**config.mk**
```make
export PLATFORM = sky130hd
export DESIGN_NAME = tid_ctrl
export DESIGN_NICKNAME = d
export VERILOG_FILES = /design/src/rtl/tid_pkg.sv /design/src/rtl/tid_ctrl.sv
export SDC_FILE = /design/constraint.sdc
export NUM_CORES = 1
export LEC_CHECK = 0
export ABC_AREA = 1
export BUFFER_PORTS_ARGS = -buffer_cell sky130_fd_sc_hd__buf_2
export CORE_MARGIN = 5
export CORE_UTILIZATION = 30
export CTS_BUF_LIST = sky130_fd_sc_hd__clkbuf_16
export CTS_CLUSTER_SIZE = 25
export DETAILED_ROUTE_END_ITERATION = 10
export PLACE_DENSITY_LB_ADDON = 0.25
export SLEW_MARGIN = 20
export SYNTH_ARGS = -nofsm -noshare
export SYNTH_HDL_FRONTEND = slang
export SYNTH_SLANG_ARGS = --single-unit
```
**constraint.sdc**
```tcl
create_clock -name CLK_SYS -period 3.48 [get_ports CLK_SYS]
set_clock_uncertainty 0.15 [all_clocks]
set_input_delay 0.522 -clock CLK_SYS [delete_from_list [all_inputs] [get_ports CLK_SYS]]
set_output_delay 0.522 -clock CLK_SYS [all_outputs]
set_load 0.03 [all_outputs]
```
**src/rtl/tid_pkg.sv**
```systemverilog
// Package for the timer interrupt and DMA control block
`default_nettype none
package tid_pkg;
  // Register indices; byte address is four times the index
  localparam logic [7:0] IDX_COUNTER_PTR = 8'hf0;
  localparam logic [7:0] IDX_ADDRESS_PTR = 8'hf1;
  localparam logic [7:0] IDX_VECTOR = 8'hf2;
  localparam logic [7:0] IDX_CONTROL = 8'hf3;
  localparam logic [7:0] IDX_MASK = 8'hf4;
  localparam logic [7:0] IDX_MODE = 8'hf5;
  localparam logic [7:0] IDX_COUNT = 8'hf6;
  localparam logic [7:0] IDX_LOOP = 8'hf8;
  // Reset values
  localparam logic [7:0] RST_CONTROL = 8'hc7;
  localparam logic [7:0] RST_LOOP = 8'hfc;
  localparam logic [7:0] RST_BYTE = 8'h00;
  // Mask register fields
  localparam int MSK_GLOBAL = 7;
  localparam int MSK_CAP0_DMA = 6;
  localparam int MSK_CAP0_IRQ = 5;
  localparam int MSK_CAP1_IRQ = 4;
  localparam int MSK_CMP0_DMA = 3;
  localparam int MSK_CMP0_IRQ = 2;
  localparam int MSK_CMP1_IRQ = 1;
  localparam int MSK_WRAP_IRQ = 0;
  // Control register fields
  localparam int CTL_CAP_END = 7;
  localparam int CTL_CMP_END = 6;
  localparam int CTL_SRC_SEL = 5;
  localparam int CTL_DST_SEL = 4;
  localparam int CTL_SWAP = 3;
  localparam int CTL_LEVEL_LO = 0;
  // Pointer register fields, then the vector base low bit
  localparam int PTR_TOGGLE = 2;
  localparam int PTR_CHANNEL = 1;
  localparam int PTR_SELECT = 0;
  localparam int VEC_BASE_LO = 3;
  // Mode register field
  localparam int MODE_COMBINE = 0;
  // Vector group codes
  localparam logic [1:0] GRP_WRAP = 2'h0;
  localparam logic [1:0] GRP_CAPTURE = 2'h2;
  localparam logic [1:0] GRP_COMPARE = 2'h3;
  // Timer events, one-cycle pulses
  typedef struct packed {
    logic cap0;
    logic cap1;
    logic cmp0;
    logic cmp1;
    logic wrap;
  } tid_event_t;
  // DMA request to the chip controller
  typedef struct packed {
    logic req;
    logic channel;
    logic to_regfile;
    logic extender_select;
    logic capture_dma_source_sel;
    logic compare_dma_dest_sel;
    logic [7:0] counter_ptr;
    logic [7:0] address_ptr;
  } tid_dma_req_t;
  // Interrupt request to the chip controller
  typedef struct packed {
    logic req;
    logic [7:0] vector;
    logic [2:0] priority_level;
  } tid_irq_t;
endpackage
`default_nettype wire

```
**src/rtl/tid_ctrl.sv**
```systemverilog
// Timer interrupt and DMA control section with APB register access
// Operation
// - Capture-0 DMA enable is set by software, cleared at its block end
// - Compare-0 DMA enable is set by software, cleared at its block end
// - Capture-0 mask raises interrupt per event, or at block end with DMA
// - Compare-0 mask raises interrupt per match, or at block end with DMA
// - Separate masks for capture-1, compare-1 and counter wrap interrupts
// - Counter pointer high bits by software; lowest toggles in swap mode
// - Hardware channel bit: 0 capture-0 channel, 1 compare-0 channel
// - Area select bit: 0 memory, 1 register file
// - Address pointer high bits by software; lowest toggles in swap mode
// - Register-file DMA ignores address pointer except swap table bit
// - Extender select applies to memory DMA only: 0 first, 1 DMA segment
// - Vector bits 7:3 by software, form an 8-bit vector address
// - Vector bits 2:1 give group: 00 wrap, 10 capture, 11 compare
// - One vector per group; software reads event flags for source
// - Capture block-end flag set at block end in swap, else held at 1
// - Compare block-end flag set at block end in swap, else held at 1
// - Capture DMA source: 0 capture-0 register, 1 I/O port
// - Compare DMA destination: 0 compare-0 register, 1 I/O port
// - Swap enable acts on both DMA channels together
// - Three-bit priority level presented to the chip controller
// - Loop bits link output A to input A: odd bit 1/3, even bit 0/2
// - Global enable gates every timer interrupt
// - Capture combine: 0 OR of both captures, 1 AND of both
`default_nettype none
module tid_ctrl
  import tid_pkg::*;
(
  input wire logic CLK_SYS,
  input wire logic RSTN,
  input wire logic PSEL,
  input wire logic PENABLE,
  input wire logic PWRITE,
  input wire logic [11:0] PADDR,
  input wire logic [31:0] PWDATA,
  output logic [31:0] PRDATA,
  output logic PREADY,
  output logic PSLVERR,
  input wire tid_event_t EVENTS,
  input wire logic DMA_DONE,
  input wire logic IRQ_ACK,
  output tid_dma_req_t DMA_REQ,
  output tid_irq_t IRQ,
  input wire logic [3:0] TIMER_OUT_A,
  input wire logic [3:0] PIN_IN_A,
  output logic [3:0] TIMER_IN_A
);
  logic [7:0] counter_ptr;
  logic [7:0] address_ptr;
  logic [7:0] vector_base;
  logic [7:0] control;
  logic [7:0] mask;
  logic [7:0] mode;
  logic [7:0] loop_ctl;
  logic [7:0] cap_count;
  logic [7:0] cmp_count;
  logic channel;
  logic dma_cap_pend;
  logic dma_cmp_pend;
  logic p_cap0, p_cap1, p_cmp0, p_cmp1, p_wrap;
  logic [1:0] vec_group;
  logic irq_req;
  logic [3:0] pin_meta, pin_sync;
  logic [31:0] next_rdata;

  // APB decode; the slave always answers in the first access cycle
  wire [7:0] idx = PADDR[9:2];
  wire setup = PSEL && !PENABLE;
  wire wr = PSEL && PENABLE && PWRITE;
  wire hit_cptr = idx == IDX_COUNTER_PTR;
  wire hit_aptr = idx == IDX_ADDRESS_PTR;
  wire hit_vec = idx == IDX_VECTOR;
  wire hit_ctl = idx == IDX_CONTROL;
  wire hit_msk = idx == IDX_MASK;
  wire hit_mode = idx == IDX_MODE;
  wire hit_cnt = idx == IDX_COUNT;
  wire hit_loop = idx == IDX_LOOP;
  wire mapped = (PADDR[11:10] == 2'h0) && (hit_cptr || hit_aptr || hit_vec ||
    hit_ctl || hit_msk || hit_mode || hit_cnt || hit_loop);
  wire wr_ok = wr && mapped;
  assign PREADY = 1'b1;
  assign PSLVERR = PSEL && PENABLE && !mapped;

  // Control views
  wire swap = control[CTL_SWAP];
  wire combine = mode[MODE_COMBINE];
  wire cap_dma_en = mask[MSK_CAP0_DMA];
  wire cmp_dma_en = mask[MSK_CMP0_DMA];

  // A transfer on the served channel ends the block when its count hits zero
  wire done_cap = DMA_DONE && !channel;
  wire done_cmp = DMA_DONE && channel;
  wire cap_eob = done_cap && cap_count == 8'h01;
  wire cmp_eob = done_cmp && cmp_count == 8'h01;
  wire any_eob = cap_eob || cmp_eob;

  // Interrupt source events: with DMA on, block end replaces the raw event
  wire src_cap0 = cap_dma_en ? cap_eob : EVENTS.cap0;
  wire src_cmp0 = cmp_dma_en ? cmp_eob : EVENTS.cmp0;
  wire m_cap0 = p_cap0 && mask[MSK_CAP0_IRQ];
  wire m_cap1 = p_cap1 && mask[MSK_CAP1_IRQ];
  wire m_cmp = (p_cmp0 && mask[MSK_CMP0_IRQ]) ||
    (p_cmp1 && mask[MSK_CMP1_IRQ]);
  wire m_wrap = p_wrap && mask[MSK_WRAP_IRQ];
  wire grp_cap = combine ? (m_cap0 && m_cap1) : (m_cap0 || m_cap1);
  // Fixed group order: wrap, then capture, then compare
  wire [1:0] next_group = m_wrap ? GRP_WRAP :
    grp_cap ? GRP_CAPTURE : GRP_COMPARE;
  wire any_grp = m_wrap || grp_cap || m_cmp;
  wire next_irq = mask[MSK_GLOBAL] && any_grp;
  wire ack_wrap = IRQ_ACK && vec_group == GRP_WRAP;
  wire ack_cap = IRQ_ACK && vec_group == GRP_CAPTURE;
  wire ack_cmp = IRQ_ACK && vec_group == GRP_COMPARE;

  // Read mux; hardware-owned bits show live state
  always_comb begin
    next_rdata = 32'h0000_0000;
    if (hit_cptr) begin
      next_rdata[7:0] = counter_ptr;
    end else if (hit_aptr) begin
      next_rdata[7:0] = address_ptr;
    end else if (hit_vec) begin
      next_rdata[7:0] = {vector_base[7:VEC_BASE_LO], vec_group, 1'b0};
    end else if (hit_ctl) begin
      next_rdata[7:0] = control;
    end else if (hit_msk) begin
      next_rdata[7:0] = mask;
    end else if (hit_mode) begin
      next_rdata[7:0] = mode;
    end else if (hit_cnt) begin
      next_rdata[15:0] = {cmp_count, cap_count};
    end else if (hit_loop) begin
      next_rdata[7:0] = loop_ctl;
    end
  end

  // Read data is captured in the setup cycle
  always_ff @(posedge CLK_SYS or negedge RSTN) begin
    if (!RSTN) begin
      PRDATA <= 32'h0000_0000;
    end else if (setup) begin
      PRDATA <= next_rdata;
    end
  end

  // Pointers: swap toggles the table bit of both pointers at block end
  always_ff @(posedge CLK_SYS or negedge RSTN) begin
    if (!RSTN) begin
      counter_ptr <= RST_BYTE;
      address_ptr <= RST_BYTE;
    end else begin
      if (wr_ok && hit_cptr) begin
        counter_ptr[7:2] <= PWDATA[7:2];
        counter_ptr[PTR_SELECT] <= PWDATA[PTR_SELECT];
      end else if (swap && any_eob) begin
        counter_ptr[PTR_TOGGLE] <= !counter_ptr[PTR_TOGGLE];
      end
      if (wr_ok && hit_aptr) begin
        address_ptr[7:2] <= PWDATA[7:2];
        address_ptr[PTR_SELECT] <= PWDATA[PTR_SELECT];
      end else if (swap && any_eob) begin
        address_ptr[PTR_TOGGLE] <= !address_ptr[PTR_TOGGLE];
      end
      counter_ptr[PTR_CHANNEL] <= channel;
      address_ptr[PTR_CHANNEL] <= channel;
    end
  end

  // Vector base, mode and loop settings are software-owned
  always_ff @(posedge CLK_SYS or negedge RSTN) begin
    if (!RSTN) begin
      vector_base <= RST_BYTE;
      mode <= RST_BYTE;
      loop_ctl <= RST_LOOP;
    end else if (wr_ok) begin
      if (hit_vec) vector_base <= {PWDATA[7:3], 3'h0};
      if (hit_mode) mode <= PWDATA[7:0];
      if (hit_loop) loop_ctl <= PWDATA[7:0];
    end
  end

  // Control: block-end flags are set-wins, and held at 1 while swap is off
  always_ff @(posedge CLK_SYS or negedge RSTN) begin
    if (!RSTN) begin
      control <= RST_CONTROL;
    end else begin
      if (wr_ok && hit_ctl) begin
        control[5:0] <= PWDATA[5:0];
      end
      if (!swap || cap_eob) begin
        control[CTL_CAP_END] <= 1'b1;
      end else if (wr_ok && hit_ctl) begin
        control[CTL_CAP_END] <= PWDATA[CTL_CAP_END];
      end
      if (!swap || cmp_eob) begin
        control[CTL_CMP_END] <= 1'b1;
      end else if (wr_ok && hit_ctl) begin
        control[CTL_CMP_END] <= PWDATA[CTL_CMP_END];
      end
    end
  end

  // Mask: block end clears the DMA enables even against a same-cycle write
  always_ff @(posedge CLK_SYS or negedge RSTN) begin
    if (!RSTN) begin
      mask <= RST_BYTE;
    end else begin
      if (wr_ok && hit_msk) mask <= PWDATA[7:0];
      if (cap_eob) mask[MSK_CAP0_DMA] <= 1'b0;
      if (cmp_eob) mask[MSK_CMP0_DMA] <= 1'b0;
    end
  end

  // Transaction counts; a transfer decrement wins over a software load
  always_ff @(posedge CLK_SYS or negedge RSTN) begin
    if (!RSTN) begin
      cap_count <= RST_BYTE;
      cmp_count <= RST_BYTE;
    end else begin
      if (done_cap && cap_count != 8'h00) begin
        cap_count <= cap_count - 8'h01;
      end else if (wr_ok && hit_cnt) begin
        cap_count <= PWDATA[7:0];
      end
      if (done_cmp && cmp_count != 8'h00) begin
        cmp_count <= cmp_count - 8'h01;
      end else if (wr_ok && hit_cnt) begin
        cmp_count <= PWDATA[15:8];
      end
    end
  end

  // Channel is picked from the next pending state, so a fresh request and
  // the one left after a transfer never start on a stale channel
  wire next_cap_pend = (cap_dma_en && EVENTS.cap0) ||
    (dma_cap_pend && !done_cap);
  wire next_cmp_pend = (cmp_dma_en && EVENTS.cmp0) ||
    (dma_cmp_pend && !done_cmp);

  // DMA requests wait for a transfer; capture channel is served first
  always_ff @(posedge CLK_SYS or negedge RSTN) begin
    if (!RSTN) begin
      dma_cap_pend <= 1'b0;
      dma_cmp_pend <= 1'b0;
      channel <= 1'b0;
    end else begin
      dma_cap_pend <= next_cap_pend;
      dma_cmp_pend <= next_cmp_pend;
      if (!DMA_REQ.req || DMA_DONE) begin
        channel <= !next_cap_pend && next_cmp_pend;
      end
    end
  end

  // Request outputs; the pointer select bits steer area and extender
  assign DMA_REQ.req = dma_cap_pend || dma_cmp_pend;
  assign DMA_REQ.channel = channel;
  assign DMA_REQ.to_regfile = counter_ptr[PTR_SELECT];
  assign DMA_REQ.extender_select = !counter_ptr[PTR_SELECT] &&
    address_ptr[PTR_SELECT];
  assign DMA_REQ.capture_dma_source_sel = control[CTL_SRC_SEL];
  assign DMA_REQ.compare_dma_dest_sel = control[CTL_DST_SEL];
  assign DMA_REQ.counter_ptr = counter_ptr;
  // Register-file transfers only keep the swap table bit of the pointer
  assign DMA_REQ.address_ptr = counter_ptr[PTR_SELECT] ?
    {5'h00, address_ptr[PTR_TOGGLE], 2'h0} : address_ptr;

  // Pending interrupt sources; a new event wins over an acknowledge
  always_ff @(posedge CLK_SYS or negedge RSTN) begin
    if (!RSTN) begin
      p_cap0 <= 1'b0;
      p_cap1 <= 1'b0;
      p_cmp0 <= 1'b0;
      p_cmp1 <= 1'b0;
      p_wrap <= 1'b0;
    end else begin
      p_cap0 <= src_cap0 || (p_cap0 && !ack_cap);
      p_cap1 <= EVENTS.cap1 || (p_cap1 && !ack_cap);
      p_cmp0 <= src_cmp0 || (p_cmp0 && !ack_cmp);
      p_cmp1 <= EVENTS.cmp1 || (p_cmp1 && !ack_cmp);
      p_wrap <= EVENTS.wrap || (p_wrap && !ack_wrap);
    end
  end

  // Request and vector come from flops so they always agree
  always_ff @(posedge CLK_SYS or negedge RSTN) begin
    if (!RSTN) begin
      irq_req <= 1'b0;
      vec_group <= GRP_WRAP;
    end else begin
      irq_req <= next_irq;
      // Group holds when idle, so a read shows the latest vector
      if (any_grp) begin
        vec_group <= next_group;
      end
    end
  end
  assign IRQ.req = irq_req;
  assign IRQ.vector = {vector_base[7:VEC_BASE_LO], vec_group, 1'b0};
  assign IRQ.priority_level = control[CTL_LEVEL_LO +: 3];

  // Pin inputs pass three flops; loopback bypasses the pad entirely
  always_ff @(posedge CLK_SYS or negedge RSTN) begin
    if (!RSTN) begin
      pin_meta <= 4'h0;
      pin_sync <= 4'h0;
      TIMER_IN_A <= 4'h0;
    end else begin
      pin_meta <= PIN_IN_A;
      pin_sync <= pin_meta;
      for (int t = 0; t < 4; t++) begin
        TIMER_IN_A[t] <= loop_ctl[t % 2] ? TIMER_OUT_A[t] : pin_sync[t];
      end
    end
  end
endmodule
`default_nettype wire

```
==> flow_summary.ini, run 1 <==
[synth]
synth-main-ff-cell = dfrtp_1
synth_cell_types = 44
synth_area_um2 = 5770
ys_warn_count = 0
ys_seq_area_frac = 0.466
syn_avg_cell_area_um2 = 7.71
synth_cells = 749
ys_ff_latch = 107
synth_edf_count = 0
synth_common_cells = nand2_1 (258), dfrtp_1 (96), inv_1 (71)
synth_top_area_frac = 0.416
synth-async-reset-ratio = 1.00
synth.most_common_cell = nand2_1
synth_area_leaders = dfrtp_1 (42%), nand2_1 (17%), dfstp_2 (5.0%)
yosysTopAreaCell = dfrtp_1

[drt]
wl_um = 17000
postRouteAntennaNets = 0
wl_per_cell_um = 15.4
vias = 5030
dr.pass1.iters = 5
drt_iter0_drc = 328
drc = 0
routed_via_density = 4.56

[sta]
slew_violations = 0
max-slew-margin-rel = 0.558
tns_ns = 0
setup_ws_ns = 0.867
max_freq_mhz = 383
tightest_slew_ns = 0.663
min_period_over_period = 0.751
setup_viol = 0
rsz0062_at_grt = false
hold_viol_final = 0
period_minus_slack_ns = 2.61

[power_and_ir_drop]
power.switching_mw = 0.872
leakagePower_nw = 3.78
internal_power_mw = 2.16
clock_power_share = 0.399
switching_share = 0.287
pwr_density_cell_nw_per_um2 = 448
peakVddDrop_uv = 230
seqPwrFrac = 0.457
pwr-share-comb = 0.144

[cells_and_area]
area_delta_synth_final_pct = 17.4
nNetsFinal = 907
diodes = 0
utilization = 0.360
layout-drive-gt1-share = 0.202

[clock_tree]
cts_num_sinks = 107
cts_resized = 0
cts-buffers-inserted = 9
cts_root_buf = clkbuf_16
clockBufferDepth = 2
cts_tree = yes
path_clk_slew_ns = 0.07
ctsHoldBuffers = 0
clock_latency_ns = 0.36
cts_setup_buffers = 0
htree_levels = 3

[setup_path]
end_kind = output pin
critical_path_required_ns = 2.81
rr_endpoint = cmp_count[6]
crit_type = primary input to output pin
r2r.worst_path.cells = 8
arrival_ns = 1.94
worstSetupStartpointType = primary input
cp_slowest_cell = buf_2
reg2reg_setup_slack_ns = 1.09
cp_max_fo = 27
timing.rr.start = cmp_count[5]
path_cells = buf_2 -> nand2_1 -> nor2_8 -> nand2_4 -> nand2_1 -> nor2_2 -> nand3_4 -> a21oi_1 -> buf_2
cpPeakStageDelay_ns = 0.24

[placement]
hpwl_um = 12600
place_worst_setup_slack_ns = 0.671
port_buffers = 99
gp_congestion = 0.852

[floorplan]
die_h_um = 149
start_util = 0.307
die_x_um = 149
die_area_um2 = 22100
coreArea_um2 = 18800
rows = 50
io_pins = 136

[global_routing]
grt.overflow.total = 0
grt_usage = 0.155
grt_pass1_wl_um = 27000
antenna_found_initial = 0
grt_start_max_net_pins = 61
grt_pass1_vias = 4892

[status]
status = finished clean

[min_path]
hp-class = primary input to async pin

[run]
maxCapViolCount = 0
-- worst max-delay path: cells and delay by family --
family / cells / cell delay (ns)
AND/OR/NAND/NOR: 6 / 0.86
buffers and inverters: 2 / 0.34
AO/OA/AOI/OAI: 1 / 0.22
-- layout make-up --
type                       count  area, um2
clock inverter                 7        125
multi-input combinational    530       2520
tap                          260        325
fill                        1992      12100
timing repair buffer         109        586
inverter                      80        300
clock buffer                   9        225
sequential                   107       2690
-- routing by layer --
| metal | global-route usage | vias up | share of wire |
|---|---|---|---|
| met3 | 0.0334 | 14 | 0.058 |
| met2 | 0.245 | 146 | 0.45 |
| met1 | 0.220 | 2350 | 0.48 |
| met5 | 0 | - | 0 |
| li1 | - | 2520 | - |
| met4 | 0.0357 | 0 | 0.014 |
-- cell families after synthesis --
logic type,after synthesis,synth area share
AOI/OAI and AO/OA,84,0.0793
xor gates and xnor gates,8,0.0121
adders and majority gates,7,0.0147
buffers and inverters,128,0.107
DFF,107,0.466
other,2,0.00130
and+or+nand+nor,413,0.319
-- power groups by stage --
stage               combinational, mW  sequential (mW)  clock (mW)
floorplan                       0.307             1.40           0
global placement                0.435             1.41           0
detailed placement              0.439             1.41           0
CTS                             0.442             1.39        1.23
global route                    0.498             1.40        1.28
finish                          0.437             1.39        1.21
-- metrics by stage --
step	cell area, um2	hold slack, ns	total power, mW	std cells
2_1_floorplan	5830	0.0764	1.71	765
3_3_place_gp	6430	0.184	1.84	1086
3_5_place_dp	6430	0.185	1.85	1086
4_1_cts	6780	0.0617	3.06	1102
5_1_grt	6780	0.0805	3.18	1102
6_report	6780	0.0348	3.03	1102
-- how the worst max path moves through the flow --
| stage | to | startpoint | slack, ns | depth (start not counted) |
|---|---|---|---|---|
| 2_1_floorplan | PSLVERR | PADDR[8] | 1.07 | 7 |
| 3_3_place_gp | mode[3] | PADDR[8] | 0.72 | 10 |
| 3_5_place_dp | mode[2] | PADDR[8] | 0.67 | 10 |
| 4_1_cts | PSLVERR | PADDR[8] | 0.81 | 9 |
| 5_1_grt | PSLVERR | PADDR[8] | 0.69 | 9 |
| 6_report | PSLVERR | PADDR[8] | 0.87 | 9 |
-- state kept, by name (all words and copies together) (netlist names), 2 cells and up --
name / cells
PRDATA: 16
cap_count: 8
cmp_count: 8
control: 8
counter_ptr: 8
loop_ctl: 8
mask: 8
mode: 8
address_ptr: 7
vector_base: 5
TIMER_IN_A: 4
pin_meta: 4
pin_sync: 4
vec_group: 2
-- cell usage in the layout (no fill, tap or decap), drive strengths merged, types with 3 or more instances in the layout --
cell	synthesis	layout
a21oi	9	9
nor2	65	65
ha	6	6
inv	78	79
nand2	265	265
nand4	18	18
clkbuf	5	9
bufinv	0	3
nor3	7	7
buf	43	109
dfrtp	96	96
nand3	56	56
dfstp	11	11
o21ai	62	62
conb	2	18
clkinv	2	3
xor2	6	6
o21bai	3	3
(Power assumes the default switching activity.)
==> run 2: changes to the inputs <==
- clock period: 3.48 -> 2.3 ns (I/O delays scaled with it)
==> flow_summary.ini, run 2 (synthesized netlist as in run 1, its figures left out) <==
[clock_tree]
cts_num_sinks = 107
cts_tree = yes
path_clk_slew_ns = 0.07
cts_resized = 0
cts-buffers-inserted = 9
clockBufferDepth = 2
cts_root_buf = clkbuf_16
clock_latency_ns = 0.35
htree_levels = 3
cts_setup_buffers = 0

[sta]
period_minus_slack_ns = 2.14
tns_ns = 0
whs_ns = 0.0269
max-slew-margin-rel = 0.522
max_freq_mhz = 468
hold_viol_final = 0
tightest_slew_ns = 0.714
slew_violations = 0
rsz0062_at_grt = false
setup_viol = 0
min_period_over_period = 0.930

[power_and_ir_drop]
pwr-share-comb = 0.157
internal_power_mw = 3.04
pwr_density_cell_nw_per_um2 = 620
power.total_mw = 4.31
power.switching_mw = 1.26
leakagePower_nw = 3.88
peakVddDrop_uv = 335
seqPwrFrac = 0.487
clock_power_share = 0.356
switching_share = 0.293

[drt]
vias = 4979
postRouteAntennaNets = 0
drt_iter0_drc = 345
wl_um = 16800
dr.pass1.iters = 5
routed_via_density = 4.41
drc = 0
wl_per_cell_um = 14.9

[floorplan]
start_util = 0.307
die_h_um = 149
die_x_um = 149
io_pins = 136
coreArea_um2 = 18800
rows = 50
die_area_um2 = 22100

[min_path]
hp-start = EVENTS[0]
worstHoldEndpoint = p_wrap
hp-class = primary input to register
worstHoldPathCells = 3

[cells_and_area]
top_register = PRDATA
final_cell_mix = nand2_1 (258), buf_2 (98), dfrtp_1 (96)
area_delta_synth_final_pct = 20.3
utilization = 0.369
nNetsFinal = 933
layout-drive-gt1-share = 0.217
final_common_cell = nand2_1
largest_reg_flops = 16
diodes = 0

[setup_path]
path_cells = buf_2 -> nand2_1 -> nor2_8 -> nand2_4 -> nand2_1 -> nor2_2 -> nand3_4 -> a21oi_1 -> buf_2
cpPeakStageDelay_ns = 0.22
critical_path_required_ns = 1.80
crit_type = primary input to output pin
worstSetupStartpointType = primary input
cp_max_fo = 19
rr_endpoint = cmp_count[2]
reg2reg_setup_slack_ns = 0.24
r2r.worst_path.cells = 9
timing.rr.start = cmp_count[5]
end_kind = output pin
cp_slowest_cell = buf_2
arrival_ns = 1.64

[global_routing]
antenna_found_initial = 0
grt_pass1_wl_um = 26900
grt_start_max_net_pins = 45
grt.overflow.total = 0
grt_pass1_vias = 4858
grt_usage = 0.155

[status]
status = finished clean

[placement]
port_buffers = 99
hpwl_um = 12900
gp_congestion = 0.891

[run]
maxCapViolCount = 0
==> run 2: cell count changes in the layout (fill, tap and decap cells not counted) <==
| cell | delta |
|---|---|
| buf_12 | +2 |
| buf_4 | +19 |
| bufinv_16 | -2 |
| clkinv_1 | +1 |
| clkinv_2 | +1 |
| clkinv_4 | -1 |
| dlygate4sd3_1 | +5 |
| inv_1 | +2 |
| inv_8 | -1 |
==> run 2: repair_timing <==
item	in CTS	in global routing
hold buffers	5	0
setup endpoints to repair	0	0
hold endpoints to repair	28	0
==> run 2: through the flow <==
step / setup slack, ns / area, um2 / std cells
2_1_floorplan: 0.240 / 5830 / 765
3_3_place_gp: 0.0488 / 6610 / 1107
3_5_place_dp: 0.0479 / 6610 / 1107
4_1_cts: 0.121 / 6950 / 1128
5_1_grt: 0.0131 / 6950 / 1128
6_report: 0.162 / 6950 / 1128
==> run 2: layer usage <==
metal	global-route usage	up-vias	routed length, um
met5	0	-	0
met2	0.243	114	7460
met3	0.0246	25	806
met1	0.217	2280	8120
li1	-	2560	-
met4	0.0590	0	424
==> run 2: how the worst max path moves through the flow <==
stage,startpoint,to,slack [ns],cells after the start
after detailed placement,PADDR[8],vector_base[7],0.05,12
after global routing,cmp_count[5],cmp_count[1],0.01,9
after floorplan,PADDR[8],PSLVERR,0.24,7
after CTS,PADDR[8],PSLVERR,0.12,9
after global placement,PADDR[8],vector_base[3],0.05,12
final,PADDR[8],PSLVERR,0.16,9
==> run 2: power by group through the flow <==
| stage | combinational [mW] | sequential (mW) | clock (mW) |
|---|---|---|---|
| finish | 0.677 | 2.10 | 1.54 |
| global route | 0.771 | 2.11 | 1.66 |
| CTS | 0.685 | 2.09 | 1.57 |
| detailed placement | 0.676 | 2.13 | 0 |
| global placement | 0.668 | 2.13 | 0 |
| floorplan | 0.464 | 2.12 | 0 |
==> run 2: area by class of cell <==
class / instances / area (um2)
clock inverter: 7 / 61.3
tap: 260 / 325
multi-input combinational: 530 / 2520
clock buffer: 9 / 225
inverter: 80 / 300
fill: 1982 / 11900
sequential: 107 / 2690
timing repair buffer: 135 / 818
==> run 2: critical path, delay by kind of cell <==
kind | cells | cell delay (ns)
AO/OA/AOI/OAI | 1 | 0.19
buffers and inverters | 2 | 0.32
AND/OR/NAND/NOR | 6 | 0.78
==> run 3: changes to the inputs <==
- MAX_ROUTING_LAYER: unset -> met4
==> flow_summary.ini, run 3 (synthesized netlist as in run 1, its figures left out) <==
[global_routing]
grt_pass1_wl_um = 26900
grt.overflow.total = 0
grt_usage = 0.160
antenna_found_initial = 0
grt_start_max_net_pins = 45
grt_pass1_vias = 4842

[drt]
wl_per_cell_um = 14.9
drt_iter0_drc = 311
drc = 0
routed_via_density = 4.40
postRouteAntennaNets = 0
dr.pass1.iters = 5
vias = 4968
wl_um = 16800

[sta]
tightest_slew_ns = 0.715
setup_viol = 0
rsz0062_at_grt = false
whs_ns = 0.0274
tns_ns = 0
max_freq_mhz = 466
period_minus_slack_ns = 2.15
slew_violations = 0
max-slew-margin-rel = 0.522
setup_ws_ns = 0.154
min_period_over_period = 0.933
hold_viol_final = 0

[clock_tree]
cts_root_buf = clkbuf_16
cts-buffers-inserted = 9
cts_num_sinks = 107
cts_tree = yes
clock_latency_ns = 0.35
clockBufferDepth = 2
cts_setup_buffers = 0
ctsHoldBuffers = 5
path_clk_slew_ns = 0.07
cts_resized = 0
htree_levels = 3

[floorplan]
die_area_um2 = 22100
rows = 50
die_x_um = 149
coreArea_um2 = 18800
io_pins = 136
die_h_um = 149
start_util = 0.307

[run]
maxCapViolCount = 0

[setup_path]
end_kind = output pin
cp_max_fo = 19
critical_path_required_ns = 1.80
crit_type = primary input to output pin
worstSetupStartpointType = primary input
arrival_ns = 1.65

[power_and_ir_drop]
pwr_density_cell_nw_per_um2 = 620
leakagePower_nw = 3.88
power.total_mw = 4.30
peakVddDrop_uv = 334

[cells_and_area]
layout-drive-gt1-share = 0.217
stdcell_area_um2 = 6950
largest_reg_flops = 16
final_cell_mix = nand2_1 (258), buf_2 (98), dfrtp_1 (96)
final_common_cell = nand2_1
final_cell_count_no_fill = 1128
nNetsFinal = 933
utilization = 0.369
top_register = PRDATA
area_delta_synth_final_pct = 20.3
diodes = 0

[placement]
hpwl_um = 12900
gp_congestion = 0.906
port_buffers = 99
placed_cell_area_um2 = 6610
place_worst_setup_slack_ns = 0.0479
dp_cells = 1107

[status]
status = finished clean

[min_path]
hp-class = primary input to register
[run 3: cell counts in the layout (fill, tap and decap cells not counted)]
Identical to the previous run, type by type.
[run 3: power by group]
group          total (mW)  internal (mW)  switching, mW
sequential           2.10           1.98          0.111
clock                1.53          0.832          0.703
combinational       0.675          0.228          0.448
total                4.30           3.04           1.26
[run 3: area by class of cell]
cell class	instances	area [um2]
well taps	260	325
inverters	80	300
clock inverters	7	61.3
multi-input cells	530	2520
clock buffers	9	225
fillers	1982	11900
flip-flops and latches	107	2690
repair buffers	135	818
[run 3: critical path, stage by stage]
cell and delay (ns):
buf_2 0.10, nand2_1 0.15, nor2_8 0.10, nand2_4 0.08
nand2_1 0.14, nor2_2 0.18, nand3_4 0.14, a21oi_1 0.19
buf_2 0.22
[run 3: final timing paths]
kind / from / depth (start not counted) / slack [ns] / to
worst max-delay path: PADDR[8] / 9 / 0.15 / PSLVERR
worst min-delay path: EVENTS[0] / 3 / 0.03 / p_wrap
worst max register to register: cmp_count[5] / 9 / 0.24 / cmp_count[2]
worst min register to register: pin_meta[2] / 0 / 0.20 / pin_sync[2]
max in group asynchronous: RSTN / 3 / 1.07 / loop_ctl[3]
min in group asynchronous: RSTN / 2 / 0.31 / pin_meta[3]
[run 3: layer usage]
layer  GRT usage  vias to the layer above  wire length, um
met5           -                        -                0
li1            -                     2561                -
met3      0.0204                       24              757
met2       0.243                      119             7480
met1       0.220                     2264             8160
met4      0.0590                        0              422
